**src/hdl/sdt_pkg.sv**
```systemverilog
package sdt_pkg;

  // Control register location and value after reset
  localparam logic [7:0] CTRL_ADDR    = 8'hc8;
  localparam logic [7:0] CTRL_RESET   = 8'h00;
  // Writable bits; bits 4 and 1 read as zero
  localparam logic [7:0] CTRL_RW_MASK = 8'hed;

  // Control register field positions
  localparam int UPPER_FLAG_BIT  = 7;
  localparam int LOWER_FLAG_BIT  = 6;
  localparam int LOWER_IRQ_BIT   = 5;
  localparam int SPLIT_BIT       = 3;
  localparam int RUN_BIT         = 2;
  localparam int EXT_SEL_BIT     = 0;

  // Clock source division counts
  localparam int SYS_DIV_COUNT   = 12;
  localparam int EXT_DIV_COUNT   = 8;

  // Counter limits and reset values
  localparam logic [7:0] COUNT_MAX   = 8'hff;
  localparam logic [7:0] COUNT_RESET = 8'h00;

  // Counter index in the per-counter arrays
  localparam int LOWER_IDX = 0;
  localparam int UPPER_IDX = 1;

endpackage : sdt_pkg

```
**src/hdl/sdt_tick_if.sv**
```systemverilog
`timescale 1ns/1ps
`default_nettype none

interface sdt_tick_if;
  logic sys_div_tick;
  logic ext_div_tick;

  modport gen (
    output sys_div_tick,
    output ext_div_tick
  );

  modport use_side (
    input sys_div_tick,
    input ext_div_tick
  );
endinterface : sdt_tick_if

`default_nettype wire

```
**src/hdl/sdt_tick_gen.sv**
```systemverilog
`timescale 1ns/1ps
`default_nettype none

module sdt_tick_gen #(
  parameter int SYS_DIV = sdt_pkg::SYS_DIV_COUNT,
  parameter int EXT_DIV = sdt_pkg::EXT_DIV_COUNT
) (
  // Clock and reset
  input  wire logic ref_clk,
  input  wire logic resetn,
  // External oscillator
  input  wire logic ext_clk,
  // Tick outputs
  sdt_tick_if.gen   ticks
);

  localparam int SW = $clog2(SYS_DIV);
  localparam int EW = $clog2(EXT_DIV);
  localparam logic [SW-1:0] SYS_LAST = SW'(SYS_DIV - 1);
  localparam logic [EW-1:0] EXT_LAST = EW'(EXT_DIV - 1);

  logic [SW-1:0] sys_cnt_q;
  logic [EW-1:0] ext_cnt_q;
  logic          ext_meta_q;
  logic          ext_sync_q;
  logic          ext_prev_q;
  logic          ext_rise;

  // System clock divider
  always_ff @(posedge ref_clk or negedge resetn) begin
    if (!resetn) begin
      sys_cnt_q <= '0;
    end else if (sys_cnt_q == SYS_LAST) begin
      sys_cnt_q <= '0;
    end else begin
      sys_cnt_q <= sys_cnt_q + SW'(1);
    end
  end

  assign ticks.sys_div_tick = (sys_cnt_q == SYS_LAST);

  // External clock synchroniser and edge detect
  always_ff @(posedge ref_clk or negedge resetn) begin
    if (!resetn) begin
      ext_meta_q <= 1'b0;
      ext_sync_q <= 1'b0;
      ext_prev_q <= 1'b0;
    end else begin
      ext_meta_q <= ext_clk;
      ext_sync_q <= ext_meta_q;
      ext_prev_q <= ext_sync_q;
    end
  end

  assign ext_rise = ext_sync_q & ~ext_prev_q;

  // External clock divider
  always_ff @(posedge ref_clk or negedge resetn) begin
    if (!resetn) begin
      ext_cnt_q <= '0;
    end else if (ext_rise) begin
      ext_cnt_q <= (ext_cnt_q == EXT_LAST) ? '0 : ext_cnt_q + EW'(1);
    end
  end

  assign ticks.ext_div_tick = ext_rise & (ext_cnt_q == EXT_LAST);

endmodule : sdt_tick_gen

`default_nettype wire

```
**src/hdl/sdt_split_timer.sv**
```systemverilog
// Functional notes
// - With the split bit set the timer runs as two separate 8-bit counters.
// - Each 8-bit counter reloads from its own reload value on overflow.
// - The run bit starts and stops only the upper counter in split mode.
// - The lower counter counts continuously in split mode.
// - Upper clock: select high gives system clock, else div-12 or ext div-8.
// - Lower clock follows the same choice with its own select bit.
// - The upper overflow flag (bit 7) is set when the upper counter wraps.
// - The lower overflow flag (bit 6) is set when the lower counter wraps.
// - With the timer interrupt enabled, every upper overflow interrupts.
// - With the lower enable also set, either counter's overflow interrupts.
// - Hardware never clears the flags; software clears them by writing.
// - The external clock is synchronised, then divided, before use as an enable.
`timescale 1ns/1ps
`default_nettype none

module sdt_split_timer #(
  parameter int SYS_DIV = sdt_pkg::SYS_DIV_COUNT,
  parameter int EXT_DIV = sdt_pkg::EXT_DIV_COUNT
) (
  // Clock and reset
  input  wire logic       ref_clk,
  input  wire logic       resetn,
  // Special-function register port
  input  wire logic [7:0] sfr_addr,
  input  wire logic [7:0] sfr_wdata,
  input  wire logic       sfr_wr,
  input  wire logic       sfr_rd,
  output var  logic [7:0] sfr_rdata,
  // Reload values
  input  wire logic [7:0] lower_reload_value,
  input  wire logic [7:0] upper_reload_value,
  // Clock source selects from the prescale control register
  input  wire logic       upper_clock_select,
  input  wire logic       lower_clock_select,
  // Timer interrupt enable from the interrupt-enable register
  input  wire logic       timer_irq_enable,
  // External oscillator
  input  wire logic       ext_clk,
  // Counter values
  output var  logic [7:0] lower_counter_byte,
  output var  logic [7:0] upper_counter_byte,
  // Interrupt request
  output var  logic       irq
);

  logic [7:0] timer_two_control_q;
  logic [7:0] timer_two_control_d;
  logic       ctrl_wr;
  logic       split_mode_select;
  logic       run_control;
  logic       external_clock_select;
  logic       lower_overflow_irq_enable;
  logic [1:0] tick_en;
  logic [1:0] ovf;
  logic [1:0] clk_sel;
  logic [7:0] reload [2];
  logic [7:0] count_q [2];
  logic       irq_q;

  sdt_tick_if ticks ();

  sdt_tick_gen #(
    .SYS_DIV (SYS_DIV),
    .EXT_DIV (EXT_DIV)
  ) u_tick_gen (
    .ref_clk (ref_clk),
    .resetn  (resetn),
    .ext_clk (ext_clk),
    .ticks   (ticks)
  );

  // Picks the tick for one counter from its select bit
  function automatic logic pick_tick(input logic sel, input logic ext_sel,
                                     input logic sys_div_tick,
                                     input logic ext_div_tick);
    if (sel) begin
      pick_tick = 1'b1;
    end else if (ext_sel) begin
      pick_tick = ext_div_tick;
    end else begin
      pick_tick = sys_div_tick;
    end
  endfunction : pick_tick

  assign split_mode_select =
    timer_two_control_q[sdt_pkg::SPLIT_BIT];
  assign run_control = timer_two_control_q[sdt_pkg::RUN_BIT];
  assign external_clock_select =
    timer_two_control_q[sdt_pkg::EXT_SEL_BIT];
  assign lower_overflow_irq_enable =
    timer_two_control_q[sdt_pkg::LOWER_IRQ_BIT];

  assign clk_sel[sdt_pkg::LOWER_IDX] = lower_clock_select;
  assign clk_sel[sdt_pkg::UPPER_IDX] = upper_clock_select;
  assign reload[sdt_pkg::LOWER_IDX]  = lower_reload_value;
  assign reload[sdt_pkg::UPPER_IDX]  = upper_reload_value;

  // Count enables
  always_comb begin
    tick_en[sdt_pkg::LOWER_IDX] = split_mode_select &
      pick_tick(clk_sel[sdt_pkg::LOWER_IDX], external_clock_select,
                ticks.sys_div_tick, ticks.ext_div_tick);
    tick_en[sdt_pkg::UPPER_IDX] = split_mode_select & run_control &
      pick_tick(clk_sel[sdt_pkg::UPPER_IDX], external_clock_select,
                ticks.sys_div_tick, ticks.ext_div_tick);
  end

  // The two 8-bit counters
  for (genvar i = 0; i < 2; i++) begin : g_cnt
    assign ovf[i] = tick_en[i] & (count_q[i] == sdt_pkg::COUNT_MAX);

    always_ff @(posedge ref_clk or negedge resetn) begin
      if (!resetn) begin
        count_q[i] <= sdt_pkg::COUNT_RESET;
      end else if (ovf[i]) begin
        count_q[i] <= reload[i];
      end else if (tick_en[i]) begin
        count_q[i] <= count_q[i] + 8'h01;
      end
    end
  end

  assign lower_counter_byte = count_q[sdt_pkg::LOWER_IDX];
  assign upper_counter_byte = count_q[sdt_pkg::UPPER_IDX];

  // Control register write; a new overflow wins over a clearing write
  assign ctrl_wr = sfr_wr & (sfr_addr == sdt_pkg::CTRL_ADDR);

  always_comb begin
    timer_two_control_d = timer_two_control_q;
    if (ctrl_wr) begin
      timer_two_control_d = sfr_wdata & sdt_pkg::CTRL_RW_MASK;
    end
    if (ovf[sdt_pkg::UPPER_IDX]) begin
      timer_two_control_d[sdt_pkg::UPPER_FLAG_BIT] = 1'b1;
    end
    if (ovf[sdt_pkg::LOWER_IDX]) begin
      timer_two_control_d[sdt_pkg::LOWER_FLAG_BIT] = 1'b1;
    end
  end

  always_ff @(posedge ref_clk or negedge resetn) begin
    if (!resetn) begin
      timer_two_control_q <= sdt_pkg::CTRL_RESET;
    end else begin
      timer_two_control_q <= timer_two_control_d;
    end
  end

  // Register read; other addresses return zero
  always_ff @(posedge ref_clk or negedge resetn) begin
    if (!resetn) begin
      sfr_rdata <= 8'h00;
    end else if (sfr_rd && sfr_addr == sdt_pkg::CTRL_ADDR) begin
      sfr_rdata <= timer_two_control_q;
    end else begin
      sfr_rdata <= 8'h00;
    end
  end

  // Interrupt level
  always_ff @(posedge ref_clk or negedge resetn) begin
    if (!resetn) begin
      irq_q <= 1'b0;
    end else begin
      irq_q <= timer_irq_enable &
        (timer_two_control_q[sdt_pkg::UPPER_FLAG_BIT] |
         (lower_overflow_irq_enable &
          timer_two_control_q[sdt_pkg::LOWER_FLAG_BIT]));
    end
  end

  assign irq = irq_q;

endmodule : sdt_split_timer

`default_nettype wire

```
**config.mk**
```make
export PLATFORM = sky130hd
export DESIGN_NAME = sdt_split_timer
export DESIGN_NICKNAME = d
export VERILOG_FILES = /design/src/hdl/sdt_pkg.sv /design/src/hdl/sdt_tick_if.sv /design/src/hdl/sdt_tick_gen.sv /design/src/hdl/sdt_split_timer.sv
export SDC_FILE = /design/constraint.sdc
export NUM_CORES = 1
export LEC_CHECK = 0
export ABC_CLOCK_PERIOD_IN_PS = 2830
export BUFFER_PORTS_ARGS = -buffer_cell sky130_fd_sc_hd__buf_4
export CORE_MARGIN = 2
export CORE_UTILIZATION = 50
export CTS_CLUSTER_DIAMETER = 150
export DETAILED_ROUTE_END_ITERATION = 8
export PLACE_DENSITY = 0.91
export SYNTH_ARGS = -nofsm -noshare
export SYNTH_HDL_FRONTEND = slang
export SYNTH_HIERARCHICAL = 1
export SYNTH_SLANG_ARGS = --single-unit
```
**constraint.sdc**
```tcl
create_clock -name ref_clk -period 2.83 [get_ports ref_clk]
set_input_delay 0.1415 -clock ref_clk [delete_from_list [all_inputs] [get_ports ref_clk]]
set_output_delay 0.1415 -clock ref_clk [all_outputs]
set_load 0.05 [all_outputs]
```
## Word level (Yosys, flattened, before mapping)

Index checks and enable logic that the tools add are counted.

| word-level totals | value |
|---|---|
| register bits after elaboration | 41 |
| word-level logic and storage cells | 51 |
| bits of input ports | 40 |

| operators by class | value |
|---|---|
| eq/ne operators | 5 |
| bitwise gates (word level) | 12 |
| reductions and logical operators | 5 |
| $add $sub $neg | 4 |
| muxes and demuxes | 13 |

Operators with widths:

| kind | count |
|---|---|
| two-way mux 8 bit | 6 |
| == test 8 bit, second input constant | 3 |
| adder 8 x 1 -> 8 bit, second input constant | 2 |
| AND 1 bit | 10 |
| nonzero test 2 bit | 4 |
| two-way mux 1 bit | 5 |
| adder 4 x 1 -> 4 bit, second input constant | 1 |
| == test 4 bit, second input constant | 1 |
| two-way mux 4 bit | 1 |
| adder 3 x 1 -> 3 bit, second input constant | 1 |
| == test 3 bit, second input constant | 1 |
| two-way mux 3 bit | 1 |
| logical AND 1 bit | 1 |
| NOT 1 bit | 1 |
| bitwise OR 1 bit | 1 |

## Longest topological paths before layout

| depth | value |
|---|---|
| depth after elaboration | 8 |
| depth in mapped cells | 8 |
| gate-level depth less buffers | 7 |

## Modules after synthesis

The synthesis kept the hierarchy.

By module, submodules not included:

| module | cells an instance | times used | area each (µm²) |
|---|---|---|---|
| sdt_split_timer | 140 | 1 | 1,500.2 |
| sdt_tick_gen | 29 | 1 | 427.9 |

## Least setup slack after synthesis

Ideal clock, no wire load.

| path | value |
|---|---|
| path kind | reg-to-reg |
| start | reg u_tick_gen.ext_cnt_q[0] |
| end | reg count_q (netlist bit lower_counter_byte[2]) |
| slack | 0.810 ns |
| stages on the path, launching flop included | 9 |
| arrival time | 1.895 ns |
| period minus slack after synthesis | 2.020 ns |
| cell sequence | dfrtp_1 -> ha_1 -> ha_1 -> and2_2 -> mux2_4 -> o21a_1 -> buf_2 -> nand2_1 -> mux2_2 |

| on the way | value |
|---|---|
| longest elaborated chain between the ends | 7 |
| elaborated cells between the ends (all ways) | 8 |
| those cells by class | 1 x eq/ne; 3 x mux; 3 x bitwise; 1 x reduce/logical |

Ends and longest elaborated chain:

| element | line | source |
|---|---|---|
| start: declaration | sdt_tick_gen.sv:23 | `logic [EW-1:0] ext_cnt_q;` |
| start signal: assignment | sdt_tick_gen.sv:62 | `ext_cnt_q <= (ext_cnt_q == EXT_LAST) ? '0 : ext_cnt_q + EW'(1);` |
| == test 3 bit (*) | sdt_tick_gen.sv:66 | `assign ticks.ext_div_tick = ext_rise & (ext_cnt_q == EXT_LAST);` |
| AND 1 bit (*) | sdt_tick_gen.sv:66 |  |
| named net ticks.ext_div_tick | sdt_tick_if.sv:6 | `logic ext_div_tick;` |
| two-way mux 1 bit (*) | sdt_split_timer.sv:79 | `end else if (ext_sel) begin` |
| two-way mux 1 bit (*) | sdt_split_timer.sv:77 | `if (sel) begin` |
| AND 1 bit (*) | sdt_split_timer.sv:101 | `tick_en[sdt_pkg::LOWER_IDX] = split_mode_select &` |
| AND 1 bit | sdt_split_timer.sv:111 | `assign ovf[i] = tick_en[i] & (count_q[i] == sdt_pkg::COUNT_MAX);` |
| two-way mux 8 bit or nonzero test 2 bit (tied branches) | n/a |  |
| end signal: indexed assignment | sdt_split_timer.sv:115 | `count_q[i] <= sdt_pkg::COUNT_RESET;` |
| end signal: indexed assignment | sdt_split_timer.sv:117 | `count_q[i] <= reload[i];` |
| end signal: indexed assignment | sdt_split_timer.sv:119 | `count_q[i] <= count_q[i] + 8'h01;` |
| end: declaration | sdt_split_timer.sv:58 | `logic [7:0] count_q [2];` |

The timed path passes the listed nets; every way through them passes the cells marked *.
A chain may end at the register's enable or synchronous reset.

## Final worst setup path

Ends and elaborated chain as after synthesis.

==> results.ini <==
[die]
dieWidth_um=66.1
fp.dieH_um=66.1
coreArea_um2=3690
ios=65
dieArea_um2=4370
placementRows=22
initial_utilization=0.523

[detailed_routing]
first_iter_violations=80
postRouteAntennaNets=0
routed-via-count=1588
wire_per_inst_um=14.5
drtPass1Iterations=4
vias_per_cell=5.65
wirelength_um=4080
drc=0

[global_route]
first_global_vias=1465
grt_pass1_wl_um=6470
grt_overflow=0
grt_use_total=0.196
grt_max_degree=40
antenna_found_initial=0

[synthesis]
synth_warnings=6
synthSimpleGateAreaFrac=0.184
synth-async-reset-ratio=1.00
synth.avg_cell_area_um2=11.4
synth_edf_count=0
synth_top_family_by_area=simple AND/OR/NAND/NOR gates
ys_ff_latch=39
synth_compound_area_frac=0.140
synth_ff_type=dfrtp_1
synth.cell_area_um2=1930
synth_fa_ha_area_frac=0.0324
synth_cells=169
yosysUniqueCellTypes=47
synth_xor_area_frac=0
synth_mux_area_frac=0.104
yosysSeqAreaShare=0.506

[critical_path]
cp_max_fo=10
path_class=reg2reg
ff2ff_path_depth=7
r2r-end=lower_counter_byte[2]
worstSetupEndpointType=register
path_cells=ha_1 > ha_1 > and2_2 > mux2_4 > o21a_1 > nand2_1 > mux2_2
cp.buffers_inverters=0
cpPeakStageDelay_ps=400
worst_ep_required_time_ps=3000
reg2reg_slack_ps=670
cp_common_cell=ha_1
critPathSlowestCell=dfrtp_1
worstReg2RegStart=u_tick_gen/ext_cnt_q[0]
start_kind=register
cp_top_family=multiplexers
cp.arrival_ps=2330

[clock_tree]
clkTransAtPathRegs_ps=70
cts_buffers=5
cts.htree.levels=2
postCtsSetupRepairBufs=0
cts_tree=built
cts_sinks=39
clkLatencyLatePin_ps=290
ctsRootBufferMaster=clkbuf_8
clk_path_buf_depth=2

[sta]
worst_slack_ps=670
period_needed_ps=2160
period_share=0.763
setup_violations=0
whs_ps=75.7
hold_viol=0
drv_slew=0
tns_ps=0
max_freq_ghz=0.463
rsz0062_at_grt=false
fin_skew_ps=6.23

[worst_hold_path]
hold_path_startpoint=timer_irq_enable
min_to=irq
holdCritPathClass=in2reg
min_path_cells=2

[place]
place_congestion=0.823
port_buffers=60
dp_cells=271
dpl.hpwl_um=2970
place_ws_ps=702

[final_layout]
area.growth.synth_to_final_pct=30.2
final_common_cell=buf_4
drive_gt1_frac=0.378
stdcell_count=281
fin_nets=277
n_antenna_cell=0
mostFrequentLayoutCells=buf_4, dfrtp_1, nand2_1

[status]
status=completed

[power]
finalPower_mw=1.30
peakVddDrop_mv=0.349
powerDensity_nw_per_um2=520
leakagePower_nw=1.23

[flow_run]
maxCapViolCount=0

## logic make-up after synthesis
group | Yosys count
fa+ha+maj | 5
other cells | 1
buf+inv | 9
flops | 39
simple gates | 60
compound gates | 38
mux | 17
## routing by layer
layer | track usage | routed length [um]
met1 | 0.248 | 1770
met3 | 0.0477 | 212
met5 | 0 | 0
met2 | 0.319 | 2010
met4 | 0.0842 | 95
## registers in the layout, summed over array words and instances, names as in the netlist
register	cells
lower_counter_byte	8
sfr_rdata	6
u_tick_gen/ext_meta_q	1
u_tick_gen/sys_cnt_q	4
u_tick_gen/ext_prev_q	1
upper_counter_byte	8
timer_two_control_q	6
u_tick_gen/ext_sync_q	1
irq	1
u_tick_gen/ext_cnt_q	3
## what timing repair did
| item | CTS | global route |
|---|---|---|
| gates resized for setup | 0 | 0 |
| hold buffers | 2 | 0 |
| endpoints found under the hold margin | 40 | 0 |
## worst max path at each step
| stage | startpoint | end | slack, ps | depth (start not counted) |
|---|---|---|---|---|
| 4_1_cts | u_tick_gen/ext_cnt_q[0] | lower_counter_byte[2] | 680 | 7 |
| 6_report | u_tick_gen/ext_cnt_q[0] | lower_counter_byte[2] | 670 | 7 |
| 3_3_place_gp | u_tick_gen/ext_cnt_q[0] | lower_counter_byte[2] | 730 | 7 |
| 5_1_grt | u_tick_gen/ext_cnt_q[0] | lower_counter_byte[2] | 620 | 7 |
| 2_1_floorplan | u_tick_gen/ext_cnt_q[0] | lower_counter_byte[2] | 810 | 8 |
| 3_5_place_dp | u_tick_gen/ext_cnt_q[0] | lower_counter_byte[2] | 700 | 7 |
## per-stage QoR
stage / cell area (um^2) / util
after floorplan: 1930 / -
after global placement: 2390 / 0.648
after detailed placement: 2390 / 0.648
after CTS: 2510 / 0.680
after global routing: 2510 / 0.680
final: 2510 / 0.680
## power by group
| part | internal, mW | total, mW | switching [mW] | leakage (nW) |
|---|---|---|---|---|
| logic | 0.132 | 0.259 | 0.127 | 0.655 |
| registers | 0.598 | 0.643 | 0.0446 | 0.525 |
| clock network | 0.222 | 0.403 | 0.181 | 0.0515 |
## Yosys cell counts, drive strengths merged (3+ instances only)
master | count | area share
a21oi | 8 | 0.021
and4 | 4 | 0.021
ha | 5 | 0.032
and3 | 4 | 0.014
mux2 | 12 | 0.078
nand3 | 7 | 0.018
mux2i | 5 | 0.026
a31oi | 5 | 0.016
nand2 | 16 | 0.031
a41oi | 4 | 0.018
buf | 7 | 0.027
dfrtp | 39 | 0.51
nor2b | 3 | 0.014
nor2 | 7 | 0.015
and2 | 10 | 0.033
o21ai | 7 | 0.018
## final cells by class
class	count	area, um^2
clock buffer	8	100
timing repair buffer	62	470
tap	48	60.1
fill	304	1180
inverter	2	7.51
multi-input combinational	122	896
sequential	39	976
Note: power is estimated with default switching activity, not from simulation.
